### config.mk
export PLATFORM = sky130hd
export DESIGN_NAME = ipr_top
export DESIGN_NICKNAME = d
export VERILOG_FILES = /design/src/rtl/ipr_pkg.sv /design/src/rtl/ipr_avs_slave.sv /design/src/rtl/ipr_level_arb.sv /design/src/rtl/ipr_top.sv
export SDC_FILE = /design/constraint.sdc
export NUM_CORES = 1
export LEC_CHECK = 0
export CORE_MARGIN = 2
export CORE_UTILIZATION = 50
export CTS_CLUSTER_SIZE = 25
export DETAILED_ROUTE_END_ITERATION = 7
export DONT_BUFFER_PORTS = 1
export GPL_ROUTABILITY_DRIVEN = 0
export SYNTH_ARGS = -nofsm -noshare
export SYNTH_HDL_FRONTEND = slang
export SYNTH_SLANG_ARGS = --single-unit
### constraint.sdc
create_clock -name mclk -period 4.2 [get_ports mclk]
set_input_delay 0.84 -clock mclk [delete_from_list [all_inputs] [get_ports mclk]]
set_output_delay 0.84 -clock mclk [all_outputs]
set_load 0.05 [all_outputs]
### src/rtl/ipr_pkg.sv
// Constants and types shared by the interrupt priority register block.
// Assumes a 32-bit Avalon-MM slave port with byte addressing.
package ipr_pkg;

    // Bus geometry
    localparam int          IPR_ADDR_W      = 4;
    localparam int          IPR_DATA_W      = 32;
    localparam int          IPR_BE_W        = 4;

    // Register byte offsets
    localparam logic [3:0]  IPR_OFS_PRIO    = 4'h0;  // Priority control register
    localparam logic [3:0]  IPR_OFS_STAT    = 4'h4;  // Pending and top level status

    // Priority register layout
    localparam int          IPR_REG_W       = 16;
    localparam int          IPR_NUM_SRC     = 4;
    localparam int          IPR_LVL_W       = 3;
    localparam int          IPR_FLD_STRIDE  = 4;
    localparam int          IPR_DMA3_LSB    = 0;
    localparam int          IPR_CAP3_LSB    = 4;
    localparam int          IPR_CAP4_LSB    = 8;
    localparam int          IPR_CAP5_LSB    = 12;
    localparam logic [15:0] IPR_IMPL_MASK   = 16'h7777;
    localparam logic [15:0] IPR_PRIO_RESET  = 16'h4444;

    // Level encodings
    localparam logic [2:0]  IPR_LVL_OFF     = 3'h0;
    localparam logic [2:0]  IPR_LVL_MIN     = 3'h1;
    localparam logic [2:0]  IPR_LVL_MAX     = 3'h7;

    // Status register layout
    localparam int          IPR_STAT_PEND_LSB = 0;
    localparam int          IPR_STAT_TOP_LSB  = 4;

    // Field values as named per source
    typedef struct packed {
        logic       rsv15;
        logic [2:0] capture5_irq_level;
        logic       rsv11;
        logic [2:0] capture4_irq_level;
        logic       rsv7;
        logic [2:0] capture3_irq_level;
        logic       rsv3;
        logic [2:0] dma_ch3_irq_level;
    } ipr_levels_t;

    // Register write command from the bus slave
    typedef struct packed {
        logic        strobe;
        logic [3:0]  addr;
        logic [31:0] data;
        logic [3:0]  be;
    } ipr_wr_t;

    // Arbitration result
    typedef struct packed {
        logic [3:0] pending;
        logic [2:0] top_level;
    } ipr_arb_t;

endpackage : ipr_pkg

### src/rtl/ipr_avs_slave.sv
// Avalon-MM slave handshake for the priority register block.
// Assumes the master holds its request until it samples waitrequest low.
`timescale 1ns/100ps
module ipr_avs_slave
    import ipr_pkg::*;
(
    input  wire logic        mclk,
    input  wire logic        sys_rst,
    input  wire logic        clk_en,
    input  wire logic [3:0]  avs_address,
    input  wire logic        avs_read,
    input  wire logic        avs_write,
    input  wire logic [31:0] avs_writedata,
    input  wire logic [3:0]  avs_byteenable,
    input  wire logic [31:0] rd_word,
    output logic [31:0]      avs_readdata,
    output logic             avs_waitrequest,
    output ipr_wr_t          wr_cmd
);

    // Handshake state
    typedef struct packed {
        logic        waitreq;
        logic [31:0] rdata;
    } ipr_slv_t;

    ipr_slv_t slv_reg;   // Registered state
    ipr_slv_t slv_next;  // Next state

    // First cycle of a request drops waitrequest; the next completes it
    always_comb begin
        slv_next      = slv_reg;
        wr_cmd.strobe = 1'b0;
        wr_cmd.addr   = avs_address;
        wr_cmd.data   = avs_writedata;
        wr_cmd.be     = avs_byteenable;
        if (!slv_reg.waitreq) begin
            // Completing edge: write lands, waitrequest rises again
            slv_next.waitreq = 1'b1;
            wr_cmd.strobe    = avs_write;
        end else if (avs_read || avs_write) begin
            // Request seen: capture read data, release next cycle
            slv_next.waitreq = 1'b0;
            slv_next.rdata   = avs_read ? rd_word : 32'h0000_0000;
        end
    end

    // State register, frozen while the clock enable is low
    always_ff @(posedge mclk or posedge sys_rst) begin
        if (sys_rst) begin
            slv_reg <= '{waitreq: 1'b1, rdata: 32'h0000_0000};
        end else if (clk_en) begin
            slv_reg <= slv_next;
        end
    end

    // Waitrequest is forced high while frozen, so no access completes on a
    // frozen edge and a held write is never lost
    assign avs_readdata    = slv_reg.rdata;
    assign avs_waitrequest = slv_reg.waitreq || !clk_en;

endmodule : ipr_avs_slave

### src/rtl/ipr_level_arb.sv
// Gates each source by its priority field and finds the highest level.
// Assumes source requests come from logic on the same clock.
`timescale 1ns/100ps
module ipr_level_arb
    import ipr_pkg::*;
#(
    parameter int NUM_SRC = IPR_NUM_SRC
)
(
    input  wire logic [15:0]        prio,
    input  wire logic [NUM_SRC-1:0] src_irq,
    output ipr_arb_t                arb
);

    logic [2:0]         lvl [NUM_SRC];  // Field per source
    logic [NUM_SRC-1:0] pend;           // Enabled and requesting

    // Per source: a zero field never presents a request
    for (genvar i = 0; i < NUM_SRC; i++) begin : g_src
        assign lvl[i]  = prio[IPR_FLD_STRIDE*i +: IPR_LVL_W];
        assign pend[i] = src_irq[i] && (lvl[i] != IPR_LVL_OFF);
    end

    // Highest numeric field wins; 7 is top, 1 is bottom
    always_comb begin
        arb.pending   = pend;
        arb.top_level = IPR_LVL_OFF;
        for (int k = 0; k < NUM_SRC; k++) begin
            if (pend[k] && (lvl[k] > arb.top_level)) begin
                arb.top_level = lvl[k];
            end
        end
    end

endmodule : ipr_level_arb

### src/rtl/ipr_top.sv
// Interrupt priority control register 9 with its arbitration outputs.
// Assumes an Avalon-MM master on mclk and same-clock source requests.
// Clock enable is driven from mclk logic; low holds every register.
//
// Implementation choices: the Avalon-MM interface to the registers and the register offsets.
`timescale 1ns/100ps
module ipr_top
    import ipr_pkg::*;
(
    input  wire logic        mclk,
    input  wire logic        sys_rst,
    input  wire logic        clk_en,
    input  wire logic [3:0]  avs_address,
    input  wire logic        avs_read,
    input  wire logic        avs_write,
    input  wire logic [31:0] avs_writedata,
    input  wire logic [3:0]  avs_byteenable,
    output logic [31:0]      avs_readdata,
    output logic             avs_waitrequest,
    input  wire logic [3:0]  src_irq,
    output ipr_levels_t      irq_levels,
    output logic [3:0]       irq_pending,
    output logic [2:0]       irq_top_level,
    output logic             irq_any
);

    // Whole block state
    // Priority word plus the registered arbitration result
    typedef struct packed {
        logic [15:0] prio;
        logic [3:0]  pending;
        logic [2:0]  top_level;
        logic        any;
    } ipr_state_t;

    ipr_state_t st_reg;   // Registered state
    ipr_state_t st_next;  // Next state
    ipr_wr_t    wr_cmd;   // Write from the bus
    ipr_arb_t   arb;      // Gated requests and top level
    logic [31:0] rd_word; // Read mux result
    logic [15:0] wr_mask; // Bits a write may change

    // Bus slave
    ipr_avs_slave u_slave (
        .mclk            (mclk),
        .sys_rst         (sys_rst),
        .clk_en          (clk_en),
        .avs_address     (avs_address),
        .avs_read        (avs_read),
        .avs_write       (avs_write),
        .avs_writedata   (avs_writedata),
        .avs_byteenable  (avs_byteenable),
        .rd_word         (rd_word),
        .avs_readdata    (avs_readdata),
        .avs_waitrequest (avs_waitrequest),
        .wr_cmd          (wr_cmd)
    );

    // Source gating and level arbitration
    ipr_level_arb #(
        .NUM_SRC (IPR_NUM_SRC)
    ) u_arb (
        .prio    (st_reg.prio),
        .src_irq (src_irq),
        .arb     (arb)
    );

    // Read mux: priority register, status, zero elsewhere
    // The slave captures this word on the edge that accepts a read
    always_comb begin
        rd_word = 32'h0000_0000;
        case (avs_address)
            IPR_OFS_PRIO: begin
                rd_word[15:0] = st_reg.prio & IPR_IMPL_MASK;
            end
            IPR_OFS_STAT: begin
                rd_word[IPR_STAT_PEND_LSB +: 4] = st_reg.pending;
                rd_word[IPR_STAT_TOP_LSB +: 3]  = st_reg.top_level;
            end
            default: begin
                rd_word = 32'h0000_0000;
            end
        endcase
    end

    // Next state: byte-lane merge on write, arbitration capture
    // A write only lands on the completing edge of its access
    always_comb begin
        st_next = st_reg;
        wr_mask = {{8{wr_cmd.be[1]}}, {8{wr_cmd.be[0]}}} & IPR_IMPL_MASK;
        if (wr_cmd.strobe && (wr_cmd.addr == IPR_OFS_PRIO)) begin
            // Only implemented bits in enabled lanes change
            st_next.prio = (st_reg.prio & ~wr_mask)
                         | (wr_cmd.data[15:0] & wr_mask);
        end
        st_next.pending   = arb.pending;
        st_next.top_level = arb.top_level;
        st_next.any       = |arb.pending;
    end

    // State register, frozen while the clock enable is low
    always_ff @(posedge mclk or posedge sys_rst) begin
        if (sys_rst) begin
            st_reg <= '{prio: IPR_PRIO_RESET,
                        pending: 4'h0,
                        top_level: 3'h0,
                        any: 1'b0};
        end else if (clk_en) begin
            st_reg <= st_next;
        end
    end

    // Outputs straight from state
    assign irq_levels    = ipr_levels_t'(st_reg.prio);
    assign irq_pending   = st_reg.pending;
    assign irq_top_level = st_reg.top_level;
    assign irq_any       = st_reg.any;

    // Nonzero priority field per source, for the checks
    logic [3:0] fld_on;  // Source enabled by its field

    // Disabled sources never appear pending
    for (genvar g = 0; g < IPR_NUM_SRC; g++) begin : g_chk

        // Field enabled flag for this source
        assign fld_on[g] = (st_reg.prio[IPR_FLD_STRIDE*g +: IPR_LVL_W] != IPR_LVL_OFF);

    end
endmodule : ipr_top

# Word level (Yosys, flattened, before mapping)
# Cells that the tools add are included.
# op_classes
n_lt_le_gt_ge	4
n_eq_ne	1
mux	10
bitwise_logic	4
reduce_logical	20
# op_table
cell	n
33-bit two-way mux	1
16-bit by 15-bit bitwise AND with 16-bit output	1
16-bit bitwise AND	1
15-bit NOT with 16-bit output	1
16-bit bitwise OR	1
15-bit two-way mux	1
7-bit one-hot mux with 2 select lines	1
3-bit two-way mux	4
3-bit nonzero test	4
3-bit > comparator	3
1-bit logical AND	9
8-bit two-way mux	1
4-bit by 3-bit == test with 1-bit output, second input constant	1
4-bit logical NOT	1
4-bit OR reduction	1
3-bit by 1-bit > comparator with 1-bit output, second input constant	1
3-bit AND reduction	1
1-bit logical OR	2
1-bit two-way mux	2
2-bit AND reduction	1
1-bit logical NOT	1
# totals
regBits	57
in_bits	49
output_inout_bits	57
word_cells	45

# Logic depth before layout (Yosys ltp)
# logic_depth
depth_word	13
depth_mapped	19
mapped_depth_nobuf	18

# Cells and area by module
# Synthesis repeated with hierarchy kept, for this count alone.
# hier_totals
cells_unflattened	287
hier_area_um2	3238.1
# modules_own_cells
mod	n_inst	cells_per_inst	area_each_um2	seq_area_each_um2
ipr_avs_slave	1	150	1750.4	827.0
ipr_top	1	79	1042.2	505.5
ipr_level_arb	1	58	445.4	0.0

# Worst setup path after synthesis
# Ideal clock, no wire load.
# synth_timing
path_type	input port to flip-flop
start	input port src_irq[0]
end	register st_reg, in the netlist irq_top_level[1]
setup_ps	83
arrival_ps	4403
required_ps	4117
slack_ps	-286
path_stages	19
n_path_buf	1
path_cell_list	clkbuf_1 -> nand2_1 -> ha_1 -> nor2b_1 -> o21ai_0 -> a21o_1 -> a31oi_1 -> ha_1 -> nor2b_1 -> o21ai_0 -> a21oi_1 -> a311oi_1 -> a21o_1 -> ha_1 -> nor2b_1 -> o21ai_0 -> a21oi_1 -> a211o_1 -> o21ai_0
# synth_between
elab_chain_cells	12
# synth_lines
item	line	rtl
start: declaration	ipr_top.sv:20	input wire logic [3:0] src_irq,
1-bit logical AND *	ipr_level_arb.sv:21	assign pend[i] = src_irq[i] && (lvl[i] != IPR_LVL_OFF);
1-bit logical AND *	ipr_level_arb.sv:29	if (pend[k] && (lvl[k] > arb.top_level)) begin
3-bit two-way mux *	ipr_level_arb.sv:29	
3-bit > comparator	ipr_level_arb.sv:29	
1-bit logical AND	ipr_level_arb.sv:29	
3-bit two-way mux *	ipr_level_arb.sv:29	
3-bit > comparator	ipr_level_arb.sv:29	
1-bit logical AND	ipr_level_arb.sv:29	
3-bit two-way mux *	ipr_level_arb.sv:29	
3-bit > comparator	ipr_level_arb.sv:29	
1-bit logical AND	ipr_level_arb.sv:29	
3-bit two-way mux *	ipr_level_arb.sv:29	
end signal: assignment	ipr_top.sv:104	st_reg <= '{prio: IPR_PRIO_RESET,
end signal: assignment	ipr_top.sv:109	st_reg <= st_next;
end: declaration	ipr_top.sv:36	ipr_state_t st_reg;
# Every way passes the cells marked *; elsewhere a longest branch is shown, timed or not.
# A chain may end at the register's enable or synchronous reset.

# Worst setup path after layout
# layout_timing
start	input port src_irq[0]
end	register st_reg, in the netlist irq_top_level[2]
# Same word-level chain as after synthesis.

==> impl_results.md <==
- Buf/Inv on CP: 0
- N_diodes: 0
- Setup ws final: about 0.25 ns
- Post-CTS Hold Fix Bufs: 0
- Mean Syn Cell Area: 10.5 um2
- F_max: 253 MHz
- Top FF cell, synth: dfrtp_1
- Via density: 5.65
- Number of top-level pins: 106
- Worst R2R Setup Slack: between 0.3 and 0.4 ns
- Worst slew pin tran: about 1.1 ns
- Worst path required time: 4.40 ns
- Layout area overhead: 2.11%
- Fin nets: 249
- HP Class: in -> async
- Grt ovf: 0
- Clock transition at path regs: 0.07 ns
- GR peak layer: met2
- Leak: 1.03 nW
- Synthesis Warnings: 0
- CP Capture Type: flip-flop
- Die height: 67.5 um
- Post-synth EDFFs: 0
- Share of cells above drive strength 1: 0.229
- Sequential share of power: 0.501
- Final Hold Fails: 0
- Cell Int Power: between 0.5 and 0.6 mW
- Top delay family on crit path: compound AO/OA/AOI/OAI gates
- Crit-path max FO: 8
- Vias in the first global route: 1400
- Cell row count: 23
- Crit path launch type: primary input
- Clk buf depth: 2
- Total core area: 0.00394 mm2
- Clock Power Share: 0.288
- Placed instance count: 234
- Final setup viols: 0
- Routed WL: 4240 um
- Drt pass-1 iters: 6
- Fill count: 365
- Pin count of the biggest net entering global routing: 35
- Worst path slowest cell: a211o_1
- Switching portion of total power: 0.387
- Post-layout utilization of the core: 0.523
- DRC viols: 0
- Synth unique cells: 31
- Clock root cell: clkbuf_8
- Met3 Use GR: 0.0617
- Power Dens Cells: 428 mW/mm2
- Post-DR wirelength/cell: about 18 um
- Critical path depth in cells: 18
- Initial Util: 0.512
- Die area: 0.00456 mm2
- Met1 Use GR: 0.249
- Status: finished, final reports clean
- Post-Route Skew: 0.00589 ns
- Seq/Total Area, Yosys: 0.425
- GRT Total Usage: 0.199
- Grt met2 use: 0.324
- First-pass GRT wire length: between 6000 and 7000 um
- Worst setup startpoint: src_irq[0]
- CP max stage delay: 0.32 ns
- Num Clock Sinks: 34
- Max-cap viol count: 0
- Worst relative slew slack: 0.275
- CTS tree: yes
- FFs w/ async S/R, synth: 1.00
- CP endpoint: irq_top_level[2]$_DFFE_PP0P_
- Setup CP Type: in -> reg
- H-tree depth: 2
- CTS Buf Count: 5
- Setup TNS: 0 ns
- Syn Std Cell Area: 0.00202 mm2
- Chip Width: roughly 68 um
- Setup Buffers After CTS: 0
- RSZ-0062 raised after global routing: false
- Placement Setup Slack: -0.112 ns
- Antenna violations before repair: 0
- Comb pwr share: 0.211
- ANT nets after route: 0
- R2R Path End: irq_top_level[2]$_DFFE_PP0P_
- # resized after CTS: 0
- Clock Latency Late Sink: 0.29 ns
- Post-DP HPWL: ~3300 um
- PortBufs: 0
- Gate Count Post-Synth: approximately 190
- Tmin final: between 3 and 4 ns
- Crit path DAT: roughly 4.2 ns
- Worst path cell trace: and2_1 -> ha_1 -> nand3_1 -> nand3_1 -> a21oi_1 -> a31oi_1 -> ha_1 -> nor2b_1 -> o21ai_0 -> a21oi_2 -> a311oi_2 -> a21o_1 -> ha_1 -> nor2b_1 -> o21ai_0 -> a21oi_1 -> a211o_1 -> o21ai_0
- Tcrit/Tclk final: 0.941
- DR vias: 1368
- FF-to-FF path depth: 18
- Max-slew violation total from the final report: 0
- Max rail drop VDD: 0.261 mV
- Flops & latches, synth: 34
- Total power: 0.883 mW
- First DRT Iteration DRCs: 74
- Switch Pwr: roughly 0.34 mW
- Non-filler cells, final: 242
==> worst register-to-register path, stage by stage, from the launching register on <==
cell      delay (ns)
dfstp_2         0.53
nand2_1         0.06
ha_1            0.31
nand3_1         0.14
nand3_1         0.09
a21oi_1         0.24
a31oi_1         0.08
ha_1            0.30
nor2b_1         0.13
o21ai_0         0.19
a21oi_2         0.12
a311oi_2        0.30
a21o_1          0.13
ha_1            0.23
nor2b_1         0.13
o21ai_0         0.14
a21oi_1         0.17
a211o_1         0.32
o21ai_0         0.17
==> cell usage in the layout, fill, tap and decap left out, types with 2 or more instances in the layout <==
cell	Yosys	final
dfstp_2	5	5
clkbuf_8	0	6
buf_4	36	10
nor2b_1	6	6
a21o_1	4	4
o31a_1	4	4
mux2_2	16	16
a211o_1	3	3
conb_1	1	23
o21ai_0	6	5
a222oi_1	6	6
nor3_1	2	2
a31oi_1	5	5
nand3_1	6	6
a211oi_1	2	2
dfrtp_1	29	29
a21oi_1	6	5
inv_1	18	18
a22o_1	7	7
nand2_1	7	7
ha_1	9	9
==> synth_stat cells, drive strengths merged, types with 4 or more instances <==
master | count | area [um2]
dfstp | 5 | 131
a22o | 7 | 61.3
o31a | 4 | 35.0
a21o | 4 | 30.0
a21oi | 6 | 30.0
a222oi | 6 | 60.1
mux2 | 16 | 180
nand2 | 7 | 26.3
dfrtp | 29 | 726
buf | 37 | 275
ha | 9 | 113
o21ai | 6 | 30.0
a31oi | 5 | 31.3
inv | 18 | 67.6
nor2b | 6 | 37.5
nand3 | 6 | 30.0
==> power groups by stage <==
stage                     Sequential (mW)  Clock (mW)  Combinational (mW)
after floorplan                     0.453           0               0.161
after global placement              0.448           0               0.178
after detailed placement            0.448           0               0.185
after CTS                           0.442       0.260               0.186
after global routing                0.446       0.277               0.206
final                               0.442       0.254               0.187
==> logic make-up (layout without fill, tap and decap cells) <==
family	Yosys count	after routing	synth area share
adders and majority gates	9	9	0.0558
DFF	34	34	0.425
and+or+nand+nor	27	27	0.0787
buffers and inverters	58	36	0.175
muxes	16	16	0.0893
other	1	23	0.00186
AOI/OAI and AO/OA	47	47	0.174
==> final cells by class <==
type                       count  area [um2]  share of cell area
multi-input combinational    122         903               0.438
clock buffer                   6        82.6              0.0401
sequential                    34         857               0.416
clock inverter                 2        12.5             0.00607
tap                           50        62.6              0.0304
timing repair buffer          10        75.1              0.0364
inverter                      18        67.6              0.0328
==> stage by stage <==
| stage | hold slack, ns | area, um2 |
|---|---|---|
| after detailed placement | 0.536 | 1960 |
| after CTS | 0.541 | 2050 |
| after global routing | 0.555 | 2060 |
| after floorplan | 0.475 | 2110 |
| after global placement | 0.526 | 1960 |
| final | 0.524 | 2060 |
==> routing by layer <==
| metal | vias up | wire (um) |
|---|---|---|
| met1 | 658 | 1690 |
| met3 | 6 | 409 |
| met5 | - | 0 |
| met4 | 0 | 52 |
| met2 | 69 | 2090 |
| li1 | 635 | - |
==> worst min path at each step <==
stage                     slack (ns)                                   end                            startpoint  depth (start not counted)
after CTS                       0.54                             async pin                               sys_rst                          2
after global routing            0.55       u_slave.slv_reg[32]$_DFFE_PP1P_       u_slave.slv_reg[32]$_DFFE_PP1P_                          1
after global placement          0.53       u_slave.slv_reg[32]$_DFFE_PP1P_       u_slave.slv_reg[32]$_DFFE_PP1P_                          1
after floorplan                 0.47  u_slave.avs_readdata[10]$_DFFE_PP0P_  u_slave.avs_readdata[10]$_DFFE_PP0P_                          1
final                           0.52  u_slave.avs_readdata[14]$_DFFE_PP0P_                               sys_rst                          2
after detailed placement        0.54       u_slave.slv_reg[32]$_DFFE_PP1P_       u_slave.slv_reg[32]$_DFFE_PP1P_                          1
(Power assumes the default switching activity.)
